## src/design/sdc_pkg.sv

```systemverilog
// Purpose: Shared constants for the synthesizer divider configuration bank.
// Assumes: 32-bit programming words, register select in the low four bits.
// Notes: Register 12 and 13 selects follow the same four-bit code space.
package sdc_pkg;
  localparam int WORD_W = 32;
  localparam int SEL_W = 4;
  localparam logic [3:0] SEL_INT_CTRL = 4'h0;
  localparam logic [3:0] SEL_MAIN_FRAC = 4'h1;
  localparam logic [3:0] SEL_AUX_LOW = 4'h2;
  localparam logic [3:0] SEL_PHASE_CTRL = 4'h3;
  localparam logic [3:0] SEL_RESYNC_TMO = 4'hc;
  localparam logic [3:0] SEL_AUX_HIGH = 4'hd;
  // Register 0 fields.
  localparam int CAL_EN_BIT = 21;
  localparam int PRESCALER_BIT = 20;
  localparam int INT_LSB = 4;
  localparam int INT_W = 16;
  // Register 1 fields.
  localparam int MFRAC_LSB = 4;
  localparam int MFRAC_W = 24;
  // Register 2 and 13 fields.
  localparam int AUX_PART_W = 14;
  localparam int AUX_NUM_LO_LSB = 18;
  localparam int AUX_MOD_LO_LSB = 4;
  localparam int AUX_NUM_HI_LSB = 18;
  localparam int AUX_MOD_HI_LSB = 4;
  localparam int AUX_W = 28;
  // Register 3 fields.
  localparam int MOD_RST_DIS_BIT = 30;
  localparam int RESYNC_EN_BIT = 29;
  localparam int PHASE_LSB = 4;
  localparam int PHASE_W = 24;
  // Register 12 fields.
  localparam int TMO_LSB = 12;
  localparam int TMO_W = 20;
  // Prescaler integer limits.
  localparam logic [15:0] INT_MIN_P45 = 16'h0017;
  localparam logic [15:0] INT_MAX_P45 = 16'h7fff;
  localparam logic [15:0] INT_MIN_P89 = 16'h004b;
endpackage : sdc_pkg

```

## src/design/sdc_config_regs.sv

```systemverilog
// Purpose: Write-only configuration bank of a fractional-N synthesizer.
// Assumes: Host writes 32-bit words most significant bit first over a 3-wire port.
// Notes: Registers 1, 2, 3 are double buffered and applied on a register 0 write.
`timescale 1ns/1ns

// =============================================================
// Configuration register bank
// What this block does
// Low four bits pick the target register.
// Host writes zero to register 0 top.
// Register 0 write with bit 21 calibrates.
// Bit 21 clear keeps the current band.
// Host toggles calibration when changing frequency.
// Bit 20 picks prescaler, sets integer minimum.
// Host keeps integer within prescaler limits.
// Register 1 holds 24-bit main numerator.
// Host keeps numerator below main modulus.
// Aux numerator joins high and low parts.
// Host keeps aux numerator below aux modulus.
// Aux modulus joins high and low parts.
// Registers 1-3 apply on register 0 write.
// Host writes zero to register 3 top.
// Register 0 write resets modulator unless disabled.
// Resync applies only after programmed timeout.
// Host keeps modulator reset on for resync.
// Host selects divided feedback below 3400 MHz.
// Phase offset word shifts output phase.
// Word is 32 bits, captured at load.
module sdc_config_regs
  import sdc_pkg::*;
(
  input wire logic ref_clk,
  input wire logic reset,
  input wire logic serial_clk,
  input wire logic serial_data,
  input wire logic load_enable,
  input wire logic pfd_tick,
  output logic [15:0] integer_divide,
  output logic prescaler_sel,
  output logic int_out_of_range,
  output logic [sdc_pkg::MFRAC_W-1:0] main_fraction_numerator,
  output logic [sdc_pkg::AUX_W-1:0] aux_fraction_numerator,
  output logic [sdc_pkg::AUX_W-1:0] aux_fraction_modulus,
  output logic [sdc_pkg::PHASE_W-1:0] phase_offset_word,
  output logic resync_enable,
  output logic vco_band_calibration,
  output logic modulator_reset,
  output logic resync_pulse
);
  // =============================================================
  // Pin synchronisers and word receiver
  logic sclk_s;
  logic sdata_s;
  logic load_s;
  logic [WORD_W-1:0] word;
  logic word_valid;

  sdc_sync u_sync_clk (.ref_clk(ref_clk), .reset(reset), .pin_in(serial_clk), .pin_sync(sclk_s));
  sdc_sync u_sync_dat (.ref_clk(ref_clk), .reset(reset), .pin_in(serial_data), .pin_sync(sdata_s));
  sdc_sync u_sync_ld (.ref_clk(ref_clk), .reset(reset), .pin_in(load_enable), .pin_sync(load_s));

  sdc_shifter u_shifter (
    .ref_clk(ref_clk),
    .reset(reset),
    .sclk_s(sclk_s),
    .sdata_s(sdata_s),
    .load_s(load_s),
    .word(word),
    .word_valid(word_valid)
  );

  // =============================================================
  // Address decode
  wire [3:0] sel = word[SEL_W-1:0];
  wire wr_r0 = word_valid && (sel == SEL_INT_CTRL);
  wire wr_r1 = word_valid && (sel == SEL_MAIN_FRAC);
  wire wr_r2 = word_valid && (sel == SEL_AUX_LOW);
  wire wr_r3 = word_valid && (sel == SEL_PHASE_CTRL);
  wire wr_r12 = word_valid && (sel == SEL_RESYNC_TMO);
  wire wr_r13 = word_valid && (sel == SEL_AUX_HIGH);

  // =============================================================
  // Input buffers for double-buffered registers
  logic [MFRAC_W-1:0] mfrac_buf_q;
  logic [AUX_PART_W-1:0] aux_num_lo_buf_q;
  logic [AUX_PART_W-1:0] aux_mod_lo_buf_q;
  logic [AUX_PART_W-1:0] aux_num_hi_q;
  logic [AUX_PART_W-1:0] aux_mod_hi_q;
  logic mrst_dis_buf_q;
  logic resync_en_buf_q;
  logic [PHASE_W-1:0] phase_buf_q;
  logic [TMO_W-1:0] tmo_q;
  logic mrst_dis_q;

  always_ff @(posedge ref_clk or posedge reset) begin
    if (reset) begin
      mfrac_buf_q <= '0;
      aux_num_lo_buf_q <= '0;
      aux_mod_lo_buf_q <= '0;
      aux_num_hi_q <= '0;
      aux_mod_hi_q <= '0;
      mrst_dis_buf_q <= 1'b0;
      resync_en_buf_q <= 1'b0;
      phase_buf_q <= '0;
      tmo_q <= '0;
    end else begin
      if (wr_r1) begin
        mfrac_buf_q <= word[MFRAC_LSB +: MFRAC_W];
      end
      if (wr_r2) begin
        aux_num_lo_buf_q <= word[AUX_NUM_LO_LSB +: AUX_PART_W];
        aux_mod_lo_buf_q <= word[AUX_MOD_LO_LSB +: AUX_PART_W];
      end
      if (wr_r3) begin
        mrst_dis_buf_q <= word[MOD_RST_DIS_BIT];
        resync_en_buf_q <= word[RESYNC_EN_BIT];
        phase_buf_q <= word[PHASE_LSB +: PHASE_W];
      end
      if (wr_r12) begin
        tmo_q <= word[TMO_LSB +: TMO_W];
      end
      if (wr_r13) begin
        aux_num_hi_q <= word[AUX_NUM_HI_LSB +: AUX_PART_W];
        aux_mod_hi_q <= word[AUX_MOD_HI_LSB +: AUX_PART_W];
      end
    end
  end

  // =============================================================
  // Active registers, updated by a register 0 write
  wire [AUX_W-1:0] aux_num_join = {aux_num_hi_q, aux_num_lo_buf_q};
  wire [AUX_W-1:0] aux_mod_join = {aux_mod_hi_q, aux_mod_lo_buf_q};
  wire [15:0] int_field = word[INT_LSB +: INT_W];
  wire pre_field = word[PRESCALER_BIT];
  wire [15:0] int_min = pre_field ? INT_MIN_P89 : INT_MIN_P45;
  wire int_bad = (int_field < int_min) || (!pre_field && int_field > INT_MAX_P45);

  always_ff @(posedge ref_clk or posedge reset) begin
    if (reset) begin
      integer_divide <= '0;
      prescaler_sel <= 1'b0;
      int_out_of_range <= 1'b0;
      main_fraction_numerator <= '0;
      aux_fraction_numerator <= '0;
      aux_fraction_modulus <= '0;
      phase_offset_word <= '0;
      resync_enable <= 1'b0;
      mrst_dis_q <= 1'b0;
      vco_band_calibration <= 1'b0;
      modulator_reset <= 1'b0;
    end else begin
      vco_band_calibration <= 1'b0;
      modulator_reset <= 1'b0;
      if (wr_r0) begin
        integer_divide <= int_field;
        prescaler_sel <= pre_field;
        int_out_of_range <= int_bad;
        main_fraction_numerator <= mfrac_buf_q;
        aux_fraction_numerator <= aux_num_join;
        aux_fraction_modulus <= aux_mod_join;
        phase_offset_word <= phase_buf_q;
        resync_enable <= resync_en_buf_q;
        mrst_dis_q <= mrst_dis_buf_q;
        vco_band_calibration <= word[CAL_EN_BIT];
        modulator_reset <= ~mrst_dis_buf_q;
      end
    end
  end

  // =============================================================
  // Resync activation timeout, counted in phase detector ticks
  logic [TMO_W-1:0] tmo_cnt_q;
  logic tmo_run_q;
  wire tmo_done = tmo_run_q && pfd_tick && (tmo_cnt_q == '0);

  always_ff @(posedge ref_clk or posedge reset) begin
    if (reset) begin
      tmo_cnt_q <= '0;
      tmo_run_q <= 1'b0;
      resync_pulse <= 1'b0;
    end else begin
      resync_pulse <= 1'b0;
      if (wr_r0) begin
        tmo_cnt_q <= tmo_q;
        tmo_run_q <= resync_en_buf_q;
      end else if (tmo_run_q && pfd_tick) begin
        if (tmo_cnt_q == '0) begin
          tmo_run_q <= 1'b0;
          resync_pulse <= resync_enable;
        end else begin
          tmo_cnt_q <= tmo_cnt_q - 1'b1;
        end
      end
    end
  end

  // =============================================================
  // Checks
  a_cal_follows_r0: assert property (@(posedge ref_clk) disable iff (reset)
    vco_band_calibration |-> $past(wr_r0) && $past(word[CAL_EN_BIT]))
    else $error("Calibration without enabled register 0 write.");
  a_cal_when_enabled: assert property (@(posedge ref_clk) disable iff (reset)
    (wr_r0 && word[CAL_EN_BIT]) |=> vco_band_calibration)
    else $error("Calibration missing after enabled register 0 write.");
  a_band_kept: assert property (@(posedge ref_clk) disable iff (reset)
    (wr_r0 && !word[CAL_EN_BIT]) |=> !vco_band_calibration)
    else $error("Calibration started while disabled.");
  a_mod_reset: assert property (@(posedge ref_clk) disable iff (reset)
    wr_r0 |=> (modulator_reset == !$past(mrst_dis_buf_q)))
    else $error("Modulator reset does not follow disable bit.");
  a_buffer_holds: assert property (@(posedge ref_clk) disable iff (reset)
    (wr_r1 && !wr_r0) |=> $stable(main_fraction_numerator))
    else $error("Main numerator changed before register 0 write.");
  a_buffer_applies: assert property (@(posedge ref_clk) disable iff (reset)
    wr_r0 |=> (main_fraction_numerator == $past(mfrac_buf_q))
      && (phase_offset_word == $past(phase_buf_q)))
    else $error("Buffered data not applied on register 0 write.");
  a_aux_join: assert property (@(posedge ref_clk) disable iff (reset)
    wr_r0 |=> aux_fraction_numerator == {$past(aux_num_hi_q), $past(aux_num_lo_buf_q)}
      && aux_fraction_modulus == {$past(aux_mod_hi_q), $past(aux_mod_lo_buf_q)})
    else $error("Auxiliary fraction not joined correctly.");
  a_resync_gated: assert property (@(posedge ref_clk) disable iff (reset)
    resync_pulse |-> resync_enable && $past(tmo_done))
    else $error("Resync pulse before timeout or while disabled.");
  a_int_minimum: assert property (@(posedge ref_clk) disable iff (reset)
    (wr_r0 && pre_field && int_field < INT_MIN_P89) |=> int_out_of_range)
    else $error("Integer below prescaler minimum not flagged.");
  a_select_decode: assert property (@(posedge ref_clk) disable iff (reset)
    wr_r3 |=> phase_buf_q == $past(word[PHASE_LSB +: PHASE_W]))
    else $error("Register 3 word not captured.");

  // =============================================================
  // Checks on the input buffers
  // Every buffer takes its field from a word of its own select code only.
  a_main_capture: assert property (@(posedge ref_clk) disable iff (reset)
    wr_r1 |=> mfrac_buf_q == $past(word[MFRAC_LSB +: MFRAC_W]))
    else $error("Register 1 word not captured.");
  a_aux_low_capture: assert property (@(posedge ref_clk) disable iff (reset)
    wr_r2 |=> aux_num_lo_buf_q == $past(word[AUX_NUM_LO_LSB +: AUX_PART_W])
      && aux_mod_lo_buf_q == $past(word[AUX_MOD_LO_LSB +: AUX_PART_W]))
    else $error("Register 2 word not captured.");
  a_aux_high_capture: assert property (@(posedge ref_clk) disable iff (reset)
    wr_r13 |=> aux_num_hi_q == $past(word[AUX_NUM_HI_LSB +: AUX_PART_W])
      && aux_mod_hi_q == $past(word[AUX_MOD_HI_LSB +: AUX_PART_W]))
    else $error("Register 13 word not captured.");
  a_ctrl_capture: assert property (@(posedge ref_clk) disable iff (reset)
    wr_r3 |=> mrst_dis_buf_q == $past(word[MOD_RST_DIS_BIT])
      && resync_en_buf_q == $past(word[RESYNC_EN_BIT]))
    else $error("Register 3 control bits not captured.");
  a_tmo_capture: assert property (@(posedge ref_clk) disable iff (reset)
    wr_r12 |=> tmo_q == $past(word[TMO_LSB +: TMO_W]))
    else $error("Register 12 timeout not captured.");

  // =============================================================
  // Checks on the active registers
  // A word that is refused or routed elsewhere must leave every active field alone.
  a_outputs_steady: assert property (@(posedge ref_clk) disable iff (reset)
    !wr_r0 |=> $stable(integer_divide) && $stable(prescaler_sel)
      && $stable(main_fraction_numerator) && $stable(aux_fraction_numerator)
      && $stable(aux_fraction_modulus) && $stable(phase_offset_word)
      && $stable(resync_enable))
    else $error("Active field changed without a register 0 write.");
  a_int_applied: assert property (@(posedge ref_clk) disable iff (reset)
    wr_r0 |=> integer_divide == $past(int_field)
      && prescaler_sel == $past(pre_field))
    else $error("Integer or prescaler not applied on register 0 write.");
  a_int_low_p45: assert property (@(posedge ref_clk) disable iff (reset)
    (wr_r0 && !pre_field && int_field < INT_MIN_P45) |=> int_out_of_range)
    else $error("Integer below 4/5 minimum not flagged.");
  a_int_legal_p89: assert property (@(posedge ref_clk) disable iff (reset)
    (wr_r0 && pre_field && int_field >= INT_MIN_P89) |=> !int_out_of_range)
    else $error("Legal 8/9 integer flagged as out of range.");
  a_resync_applied: assert property (@(posedge ref_clk) disable iff (reset)
    wr_r0 |=> resync_enable == $past(resync_en_buf_q))
    else $error("Resync enable not applied on register 0 write.");
  a_mrst_when_enabled: assert property (@(posedge ref_clk) disable iff (reset)
    (wr_r0 && !mrst_dis_buf_q) |=> modulator_reset)
    else $error("Modulator reset missing after register 0 write.");
  a_mrst_when_disabled: assert property (@(posedge ref_clk) disable iff (reset)
    (wr_r0 && mrst_dis_buf_q) |=> !modulator_reset)
    else $error("Modulator reset issued while suppressed.");
  // Calibration and modulator reset are strobes; a level would retrigger the loop.
  a_cal_single: assert property (@(posedge ref_clk) disable iff (reset)
    vco_band_calibration |=> !vco_band_calibration)
    else $error("Calibration strobe longer than one cycle.");
  a_mrst_single: assert property (@(posedge ref_clk) disable iff (reset)
    modulator_reset |=> !modulator_reset)
    else $error("Modulator reset strobe longer than one cycle.");

  // =============================================================
  // Checks on the resync timeout
  // The count reloads on every register 0 write, so a new frequency restarts the wait.
  a_tmo_load: assert property (@(posedge ref_clk) disable iff (reset)
    wr_r0 |=> tmo_cnt_q == $past(tmo_q)
      && tmo_run_q == $past(resync_en_buf_q))
    else $error("Timeout not reloaded on register 0 write.");
  a_tmo_count: assert property (@(posedge ref_clk) disable iff (reset)
    (tmo_run_q && pfd_tick && !wr_r0 && tmo_cnt_q != '0) |=> tmo_cnt_q == $past(tmo_cnt_q) - 1'b1)
    else $error("Timeout count did not step on a detector tick.");
  // A write in the expiry cycle wins, so the pulse is only promised without one.
  a_resync_fires: assert property (@(posedge ref_clk) disable iff (reset)
    (tmo_done && !wr_r0 && resync_enable) |=> resync_pulse)
    else $error("Resync pulse missing after timeout expiry.");
endmodule : sdc_config_regs

```

## src/design/sdc_shifter.sv

```systemverilog
// Purpose: Serial word receiver for the 3-wire programming port.
// Assumes: Data is sampled on rising serial clock, load enable high ends a word.
// Notes: Inputs are already synchronised; a word is taken only after 32 bits.
`timescale 1ns/1ns
module sdc_shifter
  import sdc_pkg::*;
(
  input wire logic ref_clk,
  input wire logic reset,
  input wire logic sclk_s,
  input wire logic sdata_s,
  input wire logic load_s,
  output logic [sdc_pkg::WORD_W-1:0] word,
  output logic word_valid
);
  logic sclk_prev_q;
  logic load_prev_q;
  logic [WORD_W-1:0] shift_q;
  logic [5:0] count_q;
  wire sclk_rise = sclk_s & ~sclk_prev_q;
  wire load_rise = load_s & ~load_prev_q;
  wire full = (count_q >= 6'h20);
  always_ff @(posedge ref_clk or posedge reset) begin
    if (reset) begin
      sclk_prev_q <= 1'b0;
      load_prev_q <= 1'b0;
      shift_q <= '0;
      count_q <= 6'h00;
      word <= '0;
      word_valid <= 1'b0;
    end else begin
      sclk_prev_q <= sclk_s;
      load_prev_q <= load_s;
      word_valid <= 1'b0;
      if (load_rise) begin
        count_q <= 6'h00;
        if (full) begin
          word <= shift_q;
          word_valid <= 1'b1;
        end
      end else if (sclk_rise && !load_s) begin
        shift_q <= {shift_q[WORD_W-2:0], sdata_s};
        if (!full) begin
          count_q <= count_q + 6'h01;
        end
      end
    end
  end
endmodule : sdc_shifter

```

## src/design/sdc_sync.sv

```systemverilog
// Purpose: Two flip-flop synchroniser for one pin level.
// Assumes: Input is asynchronous to ref_clk.
// Notes: Only the second stage may be read.
`timescale 1ns/1ns
module sdc_sync (
  input wire logic ref_clk,
  input wire logic reset,
  input wire logic pin_in,
  output logic pin_sync
);
  logic stage1_q;
  always_ff @(posedge ref_clk or posedge reset) begin
    if (reset) begin
      stage1_q <= 1'b0;
      pin_sync <= 1'b0;
    end else begin
      stage1_q <= pin_in;
      pin_sync <= stage1_q;
    end
  end
endmodule : sdc_sync

```

## config.mk

```make
export PLATFORM = sky130hd
export DESIGN_NAME = sdc_config_regs
export DESIGN_NICKNAME = d
export VERILOG_FILES = /design/src/design/sdc_pkg.sv /design/src/design/sdc_config_regs.sv /design/src/design/sdc_shifter.sv /design/src/design/sdc_sync.sv
export SDC_FILE = /design/constraint.sdc
export NUM_CORES = 1
export LEC_CHECK = 0
export BUFFER_PORTS_ARGS = -buffer_cell sky130_fd_sc_hd__buf_2
export CAP_MARGIN = 10
export CORE_ASPECT_RATIO = 0.7
export CORE_MARGIN = 1
export CORE_UTILIZATION = 59
export CTS_CLUSTER_SIZE = 8
export DETAILED_ROUTE_END_ITERATION = 8
export PLACE_DENSITY = 0.83
export SYNTH_ARGS = -nofsm -noshare
export SYNTH_HDL_FRONTEND = slang
export SYNTH_HIERARCHICAL = 1
export SYNTH_SLANG_ARGS = --single-unit
```

## constraint.sdc

```tcl
create_clock -name ref_clk -period 11.3 [get_ports ref_clk]
set_input_delay 2.26 -clock ref_clk [delete_from_list [all_inputs] [get_ports ref_clk]]
set_output_delay 2.26 -clock ref_clk [all_outputs]
set_load 0.01 [all_outputs]
```

# After elaboration in Yosys (flattened, before gate mapping)
# Index checks and enable logic that the tools add are counted.
# totals
elab_cells,91
in_bits,6
regBits,352
output_inout_bits,126
# classes
addsub,2
n_bitwise,6
eq_ne,7
muxes,17
reduce_logical,22
order_cmp,3
# op_table
cell,count
two-way mux 20 bit,3
zero test 20 bit,1
subtractor 20 x 1 -> 20 bit (second input constant),1
two-way mux 6 bit,3
greater-than comparator 16 x 15 -> 1 bit (second input constant),1
less-than comparator 16 x 7 -> 1 bit,1
two-way mux 1 bit,10
AND reduction 2 bit,5
logical AND 1 bit,9
equality test 4 x 2 -> 1 bit (second input constant),2
equality test 4 bit (second input constant),2
two-way mux 7 bit,1
adder 6 x 1 -> 6 bit (second input constant),1
>= comparator 6 bit (second input constant),1
nonzero test 2 bit,3
equality test 4 x 1 -> 1 bit (second input constant),1
zero test 4 bit,1
inverter 1 bit,4
AND 1 bit,2
zero test 1 bit,2
inequality test 2 x 1 -> 1 bit (second input constant),1
inequality test 2 bit (second input constant),1
logical OR 1 bit,1

# Longest topological paths before layout
# Gate-level depths: netlist (run 1).
# logic_depth
word_depth,5
mapped_depth,8
ltp_nobuf,7

# Hierarchy
# Netlist (run 1), hierarchy kept.
# modules_own_cells
module,cells_per_inst,area_per_inst_um2,seq_area_each_um2,instances
sdc_config_regs,955,10825.4,6831.6,1
sdc_shifter,173,2907.8,1826.8,1
sdc_sync,3,53.8,50.0,3

# Worst setup path after synthesis (run 1)
# No wires, ideal clock.
# synth_timing
kind,input to register
startpoint,input pfd_tick
endpoint,register tmo_cnt_q[10]
setup_ns,0.124
setup_slack_ns,8.056
arrival_time_ns,3.120
required_ns,11.176
n_path_buf,0
path_stages,5
path_cell_list,nand2_1 nor2_4 o211ai_4 o41a_1 o31a_1
# synth_between
elab_chain_cells,3
# synth_lines
item,line,rtl
start: declaration,sdc_config_regs.sv:37,"input wire logic pfd_tick,"
logical AND 1 bit,sdc_config_regs.sv:186,end else if (tmo_run_q && pfd_tick) begin
nonzero test 2 bit (no source line),--,
AND reduction 2 bit (no source line),--,
end signal: assignment,sdc_config_regs.sv:184,tmo_cnt_q <= tmo_q;
end signal: assignment,sdc_config_regs.sv:191,tmo_cnt_q <= tmo_cnt_q - 1'b1;
end: declaration,sdc_config_regs.sv:172,logic [TMO_W-1:0] tmo_cnt_q;
# Every way passes these cells.
# A chain may end at the register's enable or synchronous reset.

==> flow_results.xml, run 1 <==
<?xml version="1.0" encoding="UTF-8"?>
<metrics>
  <group name="timing">
    <metric name="worst_hold_slack" unit="ns">0.352</metric>
    <metric name="totalNegativeSetupSlack" unit="ns">0</metric>
    <metric name="timing_worst_slew_pin_value" unit="ns">1.19</metric>
    <metric name="clock_skew" unit="ns">0.0225</metric>
    <metric name="final.min_clock_period" unit="ns">4.22</metric>
    <metric name="max_freq" unit="MHz">237</metric>
    <metric name="finalCritPeriodShare" unit="%">37.3</metric>
    <metric name="finalHoldViolCount" unit="">0</metric>
    <metric name="timing.slew.headroom" unit="%">20.5</metric>
    <metric name="report.final.slew_viol_count" unit="">0</metric>
    <metric name="setup_viol" unit="">0</metric>
    <metric name="grt_setup_unrepaired" unit="">false</metric>
  </group>
  <group name="grt">
    <metric name="grt_usage" unit="%">26.8</metric>
    <metric name="number_of_global_route_vias_before_repair" unit="">9464</metric>
    <metric name="grt_start_max_net_pins" unit="">143</metric>
    <metric name="first_pass_grt_wire_length" unit="um">50000</metric>
    <metric name="overall_overflow_remaining_after_global_route" unit="">0</metric>
    <metric name="antenna_found_initial" unit="">0</metric>
  </group>
  <group name="synthesis">
    <metric name="async_flop_share" unit="%">100</metric>
    <metric name="synthTopCellsByArea" unit="">sky130_fd_sc_hd__dfrtp_1, sky130_fd_sc_hd__nand2_1, sky130_fd_sc_hd__mux2_2, sky130_fd_sc_hd__mux2_1, sky130_fd_sc_hd__mux2_4</metric>
    <metric name="yosys.cell_types.count" unit="">57</metric>
    <metric name="syn_inst" unit="">1137</metric>
    <metric name="synth_top_area_cell" unit="">sky130_fd_sc_hd__dfrtp_1</metric>
    <metric name="mean_instance_size_in_the_synthesized_netlist" unit="um2">12.2</metric>
    <metric name="synthesis.yosys.warnings" unit="">6</metric>
    <metric name="mappedNetlistArea" unit="mm2">0.0139</metric>
    <metric name="dominantRegCellSynth" unit="">sky130_fd_sc_hd__dfrtp_1</metric>
    <metric name="ys_ff_latch" unit="">352</metric>
    <metric name="number_of_enable_type_register_cells_in_the_synthesized_netlist" unit="">0</metric>
    <metric name="syn_nets" unit="">1151</metric>
    <metric name="synth_seq_area_share" unit="%">63.4</metric>
    <metric name="synth_largest_type_area_fraction" unit="%">63.4</metric>
  </group>
  <group name="setup_path">
    <metric name="cp-end-kind" unit="">async pin</metric>
    <metric name="crit_chain" unit="">buf_2 &gt; inv_8 &gt; buf_4 &gt; buf_4</metric>
    <metric name="crit_path_frequent_cell" unit="">sky130_fd_sc_hd__buf_4</metric>
    <metric name="worstPathRequired" unit="ns">11.89</metric>
    <metric name="critical_path_class" unit="">in2async</metric>
    <metric name="critPathSlowestCell" unit="">sky130_fd_sc_hd__buf_4</metric>
    <metric name="critical_path.max_stage_delay" unit="ns">0.89</metric>
    <metric name="critical_path.startpoint_type" unit="">primary input</metric>
    <metric name="cp_data_arrival_time" unit="ns">4.81</metric>
    <metric name="worst-path-max-fanout" unit="">142</metric>
  </group>
  <group name="power">
    <metric name="power.leakage" unit="uW">0.00883</metric>
    <metric name="power.share.clock" unit="%">47.0</metric>
    <metric name="p_sw" unit="uW">570</metric>
    <metric name="power.share.switching" unit="%">21.2</metric>
    <metric name="ir_drop" unit="mV">0.112</metric>
    <metric name="power_density" unit="mW/mm2">167</metric>
    <metric name="p_seq_share" unit="%">49.1</metric>
    <metric name="power.share.combinational" unit="%">3.9</metric>
    <metric name="internal_power" unit="uW">2120</metric>
  </group>
  <group name="clocking">
    <metric name="hold_buffers" unit="">0</metric>
    <metric name="cts.root.buffer_cell" unit="">sky130_fd_sc_hd__clkbuf_16</metric>
    <metric name="clock_path_buffers" unit="">3</metric>
    <metric name="tritoncts_clock_tree" unit="">done</metric>
    <metric name="cts_inserted_buffers" unit="">49</metric>
    <metric name="clock_sinks" unit="">352</metric>
    <metric name="cts_htree_levels" unit="">2</metric>
    <metric name="number_of_buffers_added_for_setup_after_cts" unit="">0</metric>
    <metric name="clk-insertion-delay-late" unit="ns">0.54</metric>
    <metric name="cts.reportedPaths.clkPinSlew" unit="ns">0.05</metric>
    <metric name="post_cts_resized" unit="">0</metric>
  </group>
  <group name="layout">
    <metric name="multi_input_comb_area" unit="mm2">0.00481</metric>
    <metric name="area_delta_synth_final" unit="%">15.8</metric>
    <metric name="register_area" unit="mm2">0.00881</metric>
    <metric name="drive_gt1_share" unit="%">28.6</metric>
    <metric name="top_library_cells_by_usage_in_the_layout_fill_and_taps_aside" unit="">sky130_fd_sc_hd__nand2_1, sky130_fd_sc_hd__dfrtp_1, sky130_fd_sc_hd__buf_2</metric>
    <metric name="layout_commonest_cell" unit="">sky130_fd_sc_hd__nand2_1</metric>
    <metric name="final_design_area_no_fill" unit="mm2">0.0161</metric>
    <metric name="post_layout_nonfiller_instances" unit="">1593</metric>
    <metric name="fill_cells" unit="">1523</metric>
    <metric name="layout.nets" unit="">1294</metric>
    <metric name="diodes" unit="">0</metric>
  </group>
  <group name="routing">
    <metric name="drc" unit="">0</metric>
    <metric name="routed_wirelength" unit="um">31000</metric>
    <metric name="via_density_per_instance" unit="">5.64</metric>
    <metric name="drt_first_iter_violations" unit="">725</metric>
    <metric name="firstDrtPassIters" unit="">5</metric>
    <metric name="vias" unit="">8986</metric>
    <metric name="antenna_left" unit="">0</metric>
    <metric name="detail_route.wl_per_cell" unit="um">19.5</metric>
  </group>
  <group name="floorplan">
    <metric name="initial_utilization" unit="%">60.8</metric>
    <metric name="die-area" unit="mm2">0.0242</metric>
    <metric name="ios" unit="">132</metric>
    <metric name="design.core.area" unit="mm2">0.0228</metric>
    <metric name="dieWidth" unit="um">185</metric>
    <metric name="die-height" unit="um">130</metric>
    <metric name="std_cell_rows" unit="">46</metric>
  </group>
  <group name="placement">
    <metric name="place_area" unit="mm2">0.0148</metric>
    <metric name="place.port_buffers" unit="">131</metric>
    <metric name="dp_hpwl" unit="um">18400</metric>
    <metric name="place_congestion" unit="">0.814</metric>
    <metric name="place_inst" unit="">1541</metric>
  </group>
  <group name="status">
    <metric name="result_of_the_run" unit="">completed</metric>
  </group>
  <group name="flow_run">
    <metric name="cap_viol_max_count" unit="">0</metric>
  </group>
  <group name="hold_path">
    <metric name="hp-class" unit="">reg2reg</metric>
  </group>
</metrics>
critical path, delay by kind of cell:
| family | cells | cell delay, ns |
|---|---|---|
| buf+inv | 4 | 2.31 |
power groups by stage:
stage / Sequential [uW] / Combinational [uW] / Clock (uW)
floorplan: 1330 / 85.6 / 0
global placement: 1340 / 100 / 0
detailed placement: 1340 / 105 / 0
CTS: 1320 / 108 / 1280
global route: 1320 / 118 / 1340
finish: 1320 / 105 / 1270
through the flow:
| stage | total power, uW | setup WS [ns] | util [%] |
|---|---|---|---|
| after floorplan | 1420 | 1.52 | - |
| after global placement | 1440 | 6.46 | 64.8 |
| after detailed placement | 1450 | 6.40 | 64.8 |
| after CTS | 2710 | 6.96 | 70.4 |
| after global routing | 2780 | 6.60 | 70.4 |
| final | 2690 | 7.08 | 70.4 |
worst paths after layout:
| path | start | end | slack, ns | depth (start not counted) |
|---|---|---|---|---|
| max | reset | phase_offset_word[9]$_DFFE_PP0P_ | 7.08 | 4 |
| min | u_sync_dat/stage1_q$_DFF_PP0_ | u_sync_dat/pin_sync$_DFF_PP0_ | 0.35 | 0 |
| max reg2reg | u_shifter/word[3]$_DFFE_PP0P_ | tmo_cnt_q[1]$_DFFE_PP0P_ | 8.74 | 5 |
| min reg2reg | u_sync_dat/stage1_q$_DFF_PP0_ | u_sync_dat/pin_sync$_DFF_PP0_ | 0.35 | 0 |
| max in group ref_clk | int_out_of_range$_DFFE_PP0P_ | int_out_of_range | 7.94 | 1 |
| min in group asynchronous | reset | u_sync_ld/stage1_q$_DFF_PP0_ | 1.66 | 2 |
layer usage:
layer,track usage [%],vias up,part of all wire [%]
met2,42.0,296,47
met5,0,-,0
li1,-,4015,-
met3,5.52,59,6.4
met4,8.90,0,2.2
met1,38.1,4616,44
Yosys cell counts (all sizes together), types with 2 or more instances:
library cell,n
nor3b,4
a21oi,6
nand2b,4
nor4,8
nand4,3
o211ai,6
xnor2,5
o21ai,20
dfrtp,352
clkbuf,21
inv,11
a31oi,2
nand2,394
or3,5
and2,3
nor3,7
mux2i,2
or4,2
nand3b,2
ha,8
nor4b,2
mux2,188
xor2,11
o2111ai,2
buf,30
nor2b,2
nand3,6
o31ai,3
nor2,16
state kept, by name (all words and copies together) (netlist names), 6 cells and up:
| signal | flops |
|---|---|
| aux_fraction_numerator | 28 |
| phase_offset_word | 24 |
| tmo_q | 20 |
| aux_num_lo_buf_q | 14 |
| aux_mod_hi_q | 14 |
| mfrac_buf_q | 24 |
| aux_num_hi_q | 14 |
| main_fraction_numerator | 24 |
| u_shifter/shift_q | 32 |
| aux_fraction_modulus | 28 |
| tmo_cnt_q | 20 |
| integer_divide | 16 |
| aux_mod_lo_buf_q | 14 |
| u_shifter/word | 32 |
| u_shifter/count_q | 6 |
| phase_buf_q | 24 |
logic make-up (layout without fill, tap and decap cells):
family	Yosys count	count (layout)	synth area share, %
simple gates	463	463	14.2
mux	190	190	16.2
flops	352	352	63.4
xor+xnor	16	16	1.01
compound gates	46	46	2.35
buf+inv	62	206	2.13
fa+ha+maj	8	8	0.720
cell type report:
| class | count | area share (%) |
|---|---|---|
| repair buffers | 143 | 4.64 |
| inverters | 11 | 0.303 |
| well taps | 312 | 2.43 |
| flip-flops and latches | 352 | 54.8 |
| clock buffers | 51 | 7.93 |
| clock inverters | 1 | 0.0544 |
| multi-input cells | 723 | 29.9 |
(Power assumes the default switching activity.)
==> run 2: changes to the inputs <==
clock period = 4.2 ns   (was 11.3 ns; I/O delays follow)
==> flow_results.xml, run 2 (synthesis results as in run 1) <==
<?xml version="1.0" encoding="UTF-8"?>
<metrics>
  <group name="setup_path">
    <metric name="crit_path_frequent_cell" unit="">sky130_fd_sc_hd__nand2_1</metric>
    <metric name="worst-path-max-fanout" unit="">78</metric>
    <metric name="critical_path.max_stage_delay" unit="ns">0.57</metric>
    <metric name="cp_top_family" unit="">simple AND/OR/NAND/NOR gates</metric>
    <metric name="worstPathRequired" unit="ns">4.62</metric>
    <metric name="cp_num_buf_inv" unit="">1</metric>
    <metric name="crit_chain" unit="">nand2b_1 &gt; nor3_1 &gt; nand2b_4 &gt; buf_4 &gt; nand2_1 &gt; nand2_1</metric>
    <metric name="critical_path.startpoint_type" unit="">flip-flop</metric>
    <metric name="cp_data_arrival_time" unit="ns">2.91</metric>
    <metric name="critical_path_class" unit="">reg2reg</metric>
    <metric name="cp-end-kind" unit="">flip-flop</metric>
    <metric name="r2r_slack" unit="ns">1.71</metric>
    <metric name="critPathSlowestCell" unit="">sky130_fd_sc_hd__nand2b_4</metric>
  </group>
  <group name="layout">
    <metric name="area_delta_synth_final" unit="%">16.0</metric>
    <metric name="top_library_cells_by_usage_in_the_layout_fill_and_taps_aside" unit="">sky130_fd_sc_hd__nand2_1, sky130_fd_sc_hd__dfrtp_1, sky130_fd_sc_hd__buf_2</metric>
    <metric name="layout.nets" unit="">1297</metric>
    <metric name="diodes" unit="">0</metric>
    <metric name="utilization" unit="%">70.5</metric>
    <metric name="top_flop_regs" unit="">u_shifter/shift_q (32), u_shifter/word (32)</metric>
    <metric name="drive_gt1_share" unit="%">28.7</metric>
    <metric name="fill_cells" unit="">1481</metric>
    <metric name="register_area" unit="mm2">0.00881</metric>
    <metric name="layout_commonest_cell" unit="">sky130_fd_sc_hd__nand2_1</metric>
    <metric name="multi_input_comb_area" unit="mm2">0.00481</metric>
    <metric name="post_layout_nonfiller_instances" unit="">1596</metric>
  </group>
  <group name="status">
    <metric name="result_of_the_run" unit="">completed</metric>
  </group>
  <group name="floorplan">
    <metric name="dieWidth" unit="um">185</metric>
    <metric name="design.core.area" unit="mm2">0.0228</metric>
    <metric name="std_cell_rows" unit="">46</metric>
    <metric name="ios" unit="">132</metric>
    <metric name="die-height" unit="um">130</metric>
    <metric name="die-area" unit="mm2">0.0242</metric>
    <metric name="initial_utilization" unit="%">60.8</metric>
  </group>
  <group name="power">
    <metric name="power_density" unit="mW/mm2">446</metric>
    <metric name="power.share.clock" unit="%">46.6</metric>
    <metric name="power.share.switching" unit="%">21.4</metric>
    <metric name="ir_drop" unit="mV">0.277</metric>
    <metric name="internal_power" unit="uW">5650</metric>
    <metric name="p_sw" unit="uW">1540</metric>
    <metric name="power.share.combinational" unit="%">3.9</metric>
    <metric name="power.leakage" unit="uW">0.00884</metric>
    <metric name="p_seq_share" unit="%">49.4</metric>
  </group>
  <group name="timing">
    <metric name="report.final.slew_viol_count" unit="">0</metric>
    <metric name="setup_viol" unit="">0</metric>
    <metric name="finalHoldViolCount" unit="">0</metric>
    <metric name="max_freq" unit="MHz">401</metric>
    <metric name="final.min_clock_period" unit="ns">2.49</metric>
    <metric name="timing.slew.headroom" unit="%">19.3</metric>
    <metric name="worst_hold_slack" unit="ns">0.208</metric>
    <metric name="finalCritPeriodShare" unit="%">59.3</metric>
    <metric name="clock_skew" unit="ns">0.0137</metric>
    <metric name="timing_worst_slew_pin_value" unit="ns">1.21</metric>
    <metric name="grt_setup_unrepaired" unit="">false</metric>
  </group>
  <group name="clocking">
    <metric name="cts.reportedPaths.clkPinSlew" unit="ns">0.05</metric>
    <metric name="tritoncts_clock_tree" unit="">done</metric>
    <metric name="cts_inserted_buffers" unit="">49</metric>
    <metric name="cts_htree_levels" unit="">2</metric>
    <metric name="number_of_buffers_added_for_setup_after_cts" unit="">0</metric>
    <metric name="clk-insertion-delay-late" unit="ns">0.55</metric>
    <metric name="cts.root.buffer_cell" unit="">sky130_fd_sc_hd__clkbuf_16</metric>
    <metric name="post_cts_resized" unit="">0</metric>
    <metric name="clock_path_buffers" unit="">3</metric>
    <metric name="hold_buffers" unit="">0</metric>
    <metric name="clock_sinks" unit="">352</metric>
  </group>
  <group name="routing">
    <metric name="drc" unit="">0</metric>
    <metric name="vias" unit="">9058</metric>
    <metric name="via_density_per_instance" unit="">5.68</metric>
    <metric name="drt_first_iter_violations" unit="">627</metric>
    <metric name="antenna_left" unit="">0</metric>
    <metric name="firstDrtPassIters" unit="">5</metric>
    <metric name="detail_route.wl_per_cell" unit="um">19.5</metric>
    <metric name="routed_wirelength" unit="um">31100</metric>
  </group>
  <group name="placement">
    <metric name="place_inst" unit="">1544</metric>
    <metric name="dp_hpwl" unit="um">18800</metric>
    <metric name="place_congestion" unit="">0.782</metric>
    <metric name="place.port_buffers" unit="">131</metric>
  </group>
  <group name="grt">
    <metric name="first_pass_grt_wire_length" unit="um">49200</metric>
    <metric name="overall_overflow_remaining_after_global_route" unit="">0</metric>
    <metric name="grt_start_max_net_pins" unit="">97</metric>
    <metric name="grt_usage" unit="%">26.7</metric>
    <metric name="most_heavily_used_metal_layer_in_global_routing" unit="">met2</metric>
    <metric name="met2_capacity_usage_during_global_routing" unit="%">42.1</metric>
    <metric name="antenna_found_initial" unit="">2</metric>
    <metric name="met1_usage" unit="%">37.8</metric>
    <metric name="use_met3" unit="%">4.96</metric>
    <metric name="number_of_global_route_vias_before_repair" unit="">9199</metric>
  </group>
  <group name="hold_path">
    <metric name="hp-class" unit="">in2async</metric>
  </group>
  <group name="flow_run">
    <metric name="cap_viol_max_count" unit="">0</metric>
  </group>
</metrics>
## run 2: cell types whose count changed in the layout (fill, tap and decap cells not counted)
cell	before	now
sky130_fd_sc_hd__buf_12	0	2
sky130_fd_sc_hd__clkbuf_16	51	49
sky130_fd_sc_hd__clkinv_8	0	2
sky130_fd_sc_hd__buf_4	12	13
sky130_fd_sc_hd__clkinvlp_4	0	1
sky130_fd_sc_hd__inv_8	1	0
## run 2: metal layers
layer	share of wire, %	up-vias
li1	-	4026
met1	44	4688
met2	48	277
met3	5.8	65
met4	2.2	2
met5	0.042	-
## run 2: area by class of cell
cell class	count	share of cell area [%]
clock inverter	3	0.256
timing repair buffer	146	4.92
clock buffer	49	7.61
tap	312	2.42
multi-input combinational	723	29.8
inverter	11	0.280
sequential	352	54.7
## run 2: per-stage QoR
step                      setup TNS, ns  setup WS, ns  total power (uW)  cell area, um2
final                                 0          1.71              7180           16100
after global routing                  0          1.54              7430           16100
after CTS                             0          1.73              7240           16100
after detailed placement              0          1.75              3890           14800
after global placement                0          1.85              3870           14800
after floorplan                  -68.09        -0.249              3810           13900
## run 2: path summary, 6_finish.rpt
path	from	end	cells after the start
worst max-delay path	u_shifter/word[0]$_DFFE_PP0P_	main_fraction_numerator[10]$_DFFE_PP0P_	6
max in group asynchronous	reset	u_shifter/word[9]$_DFFE_PP0P_	3
worst max register to register	u_shifter/word[0]$_DFFE_PP0P_	main_fraction_numerator[10]$_DFFE_PP0P_	6
worst min register to register	u_sync_dat/stage1_q$_DFF_PP0_	u_sync_dat/pin_sync$_DFF_PP0_	0
min in group ref_clk	u_sync_dat/stage1_q$_DFF_PP0_	u_sync_dat/pin_sync$_DFF_PP0_	0
worst min-delay path	reset	u_sync_clk/pin_sync$_DFF_PP0_	2
## run 2: worst reg2reg max path, cell delays in order (launching register included)
cell and delay (ns):
sky130_fd_sc_hd__dfrtp_1 0.38, sky130_fd_sc_hd__nand2b_1 0.22, sky130_fd_sc_hd__nor3_1 0.36, sky130_fd_sc_hd__nand2b_4 0.58, sky130_fd_sc_hd__buf_4 0.57, sky130_fd_sc_hd__nand2_1 0.20
sky130_fd_sc_hd__nand2_1 0.08
## run 2: power groups by stage
stage,clock [uW],sequential [uW],combinational [uW]
final,3350,3550,283
after global routing,3550,3560,320
after CTS,3400,3550,290
after detailed placement,0,3600,285
after global placement,0,3600,276
after floorplan,0,3580,231
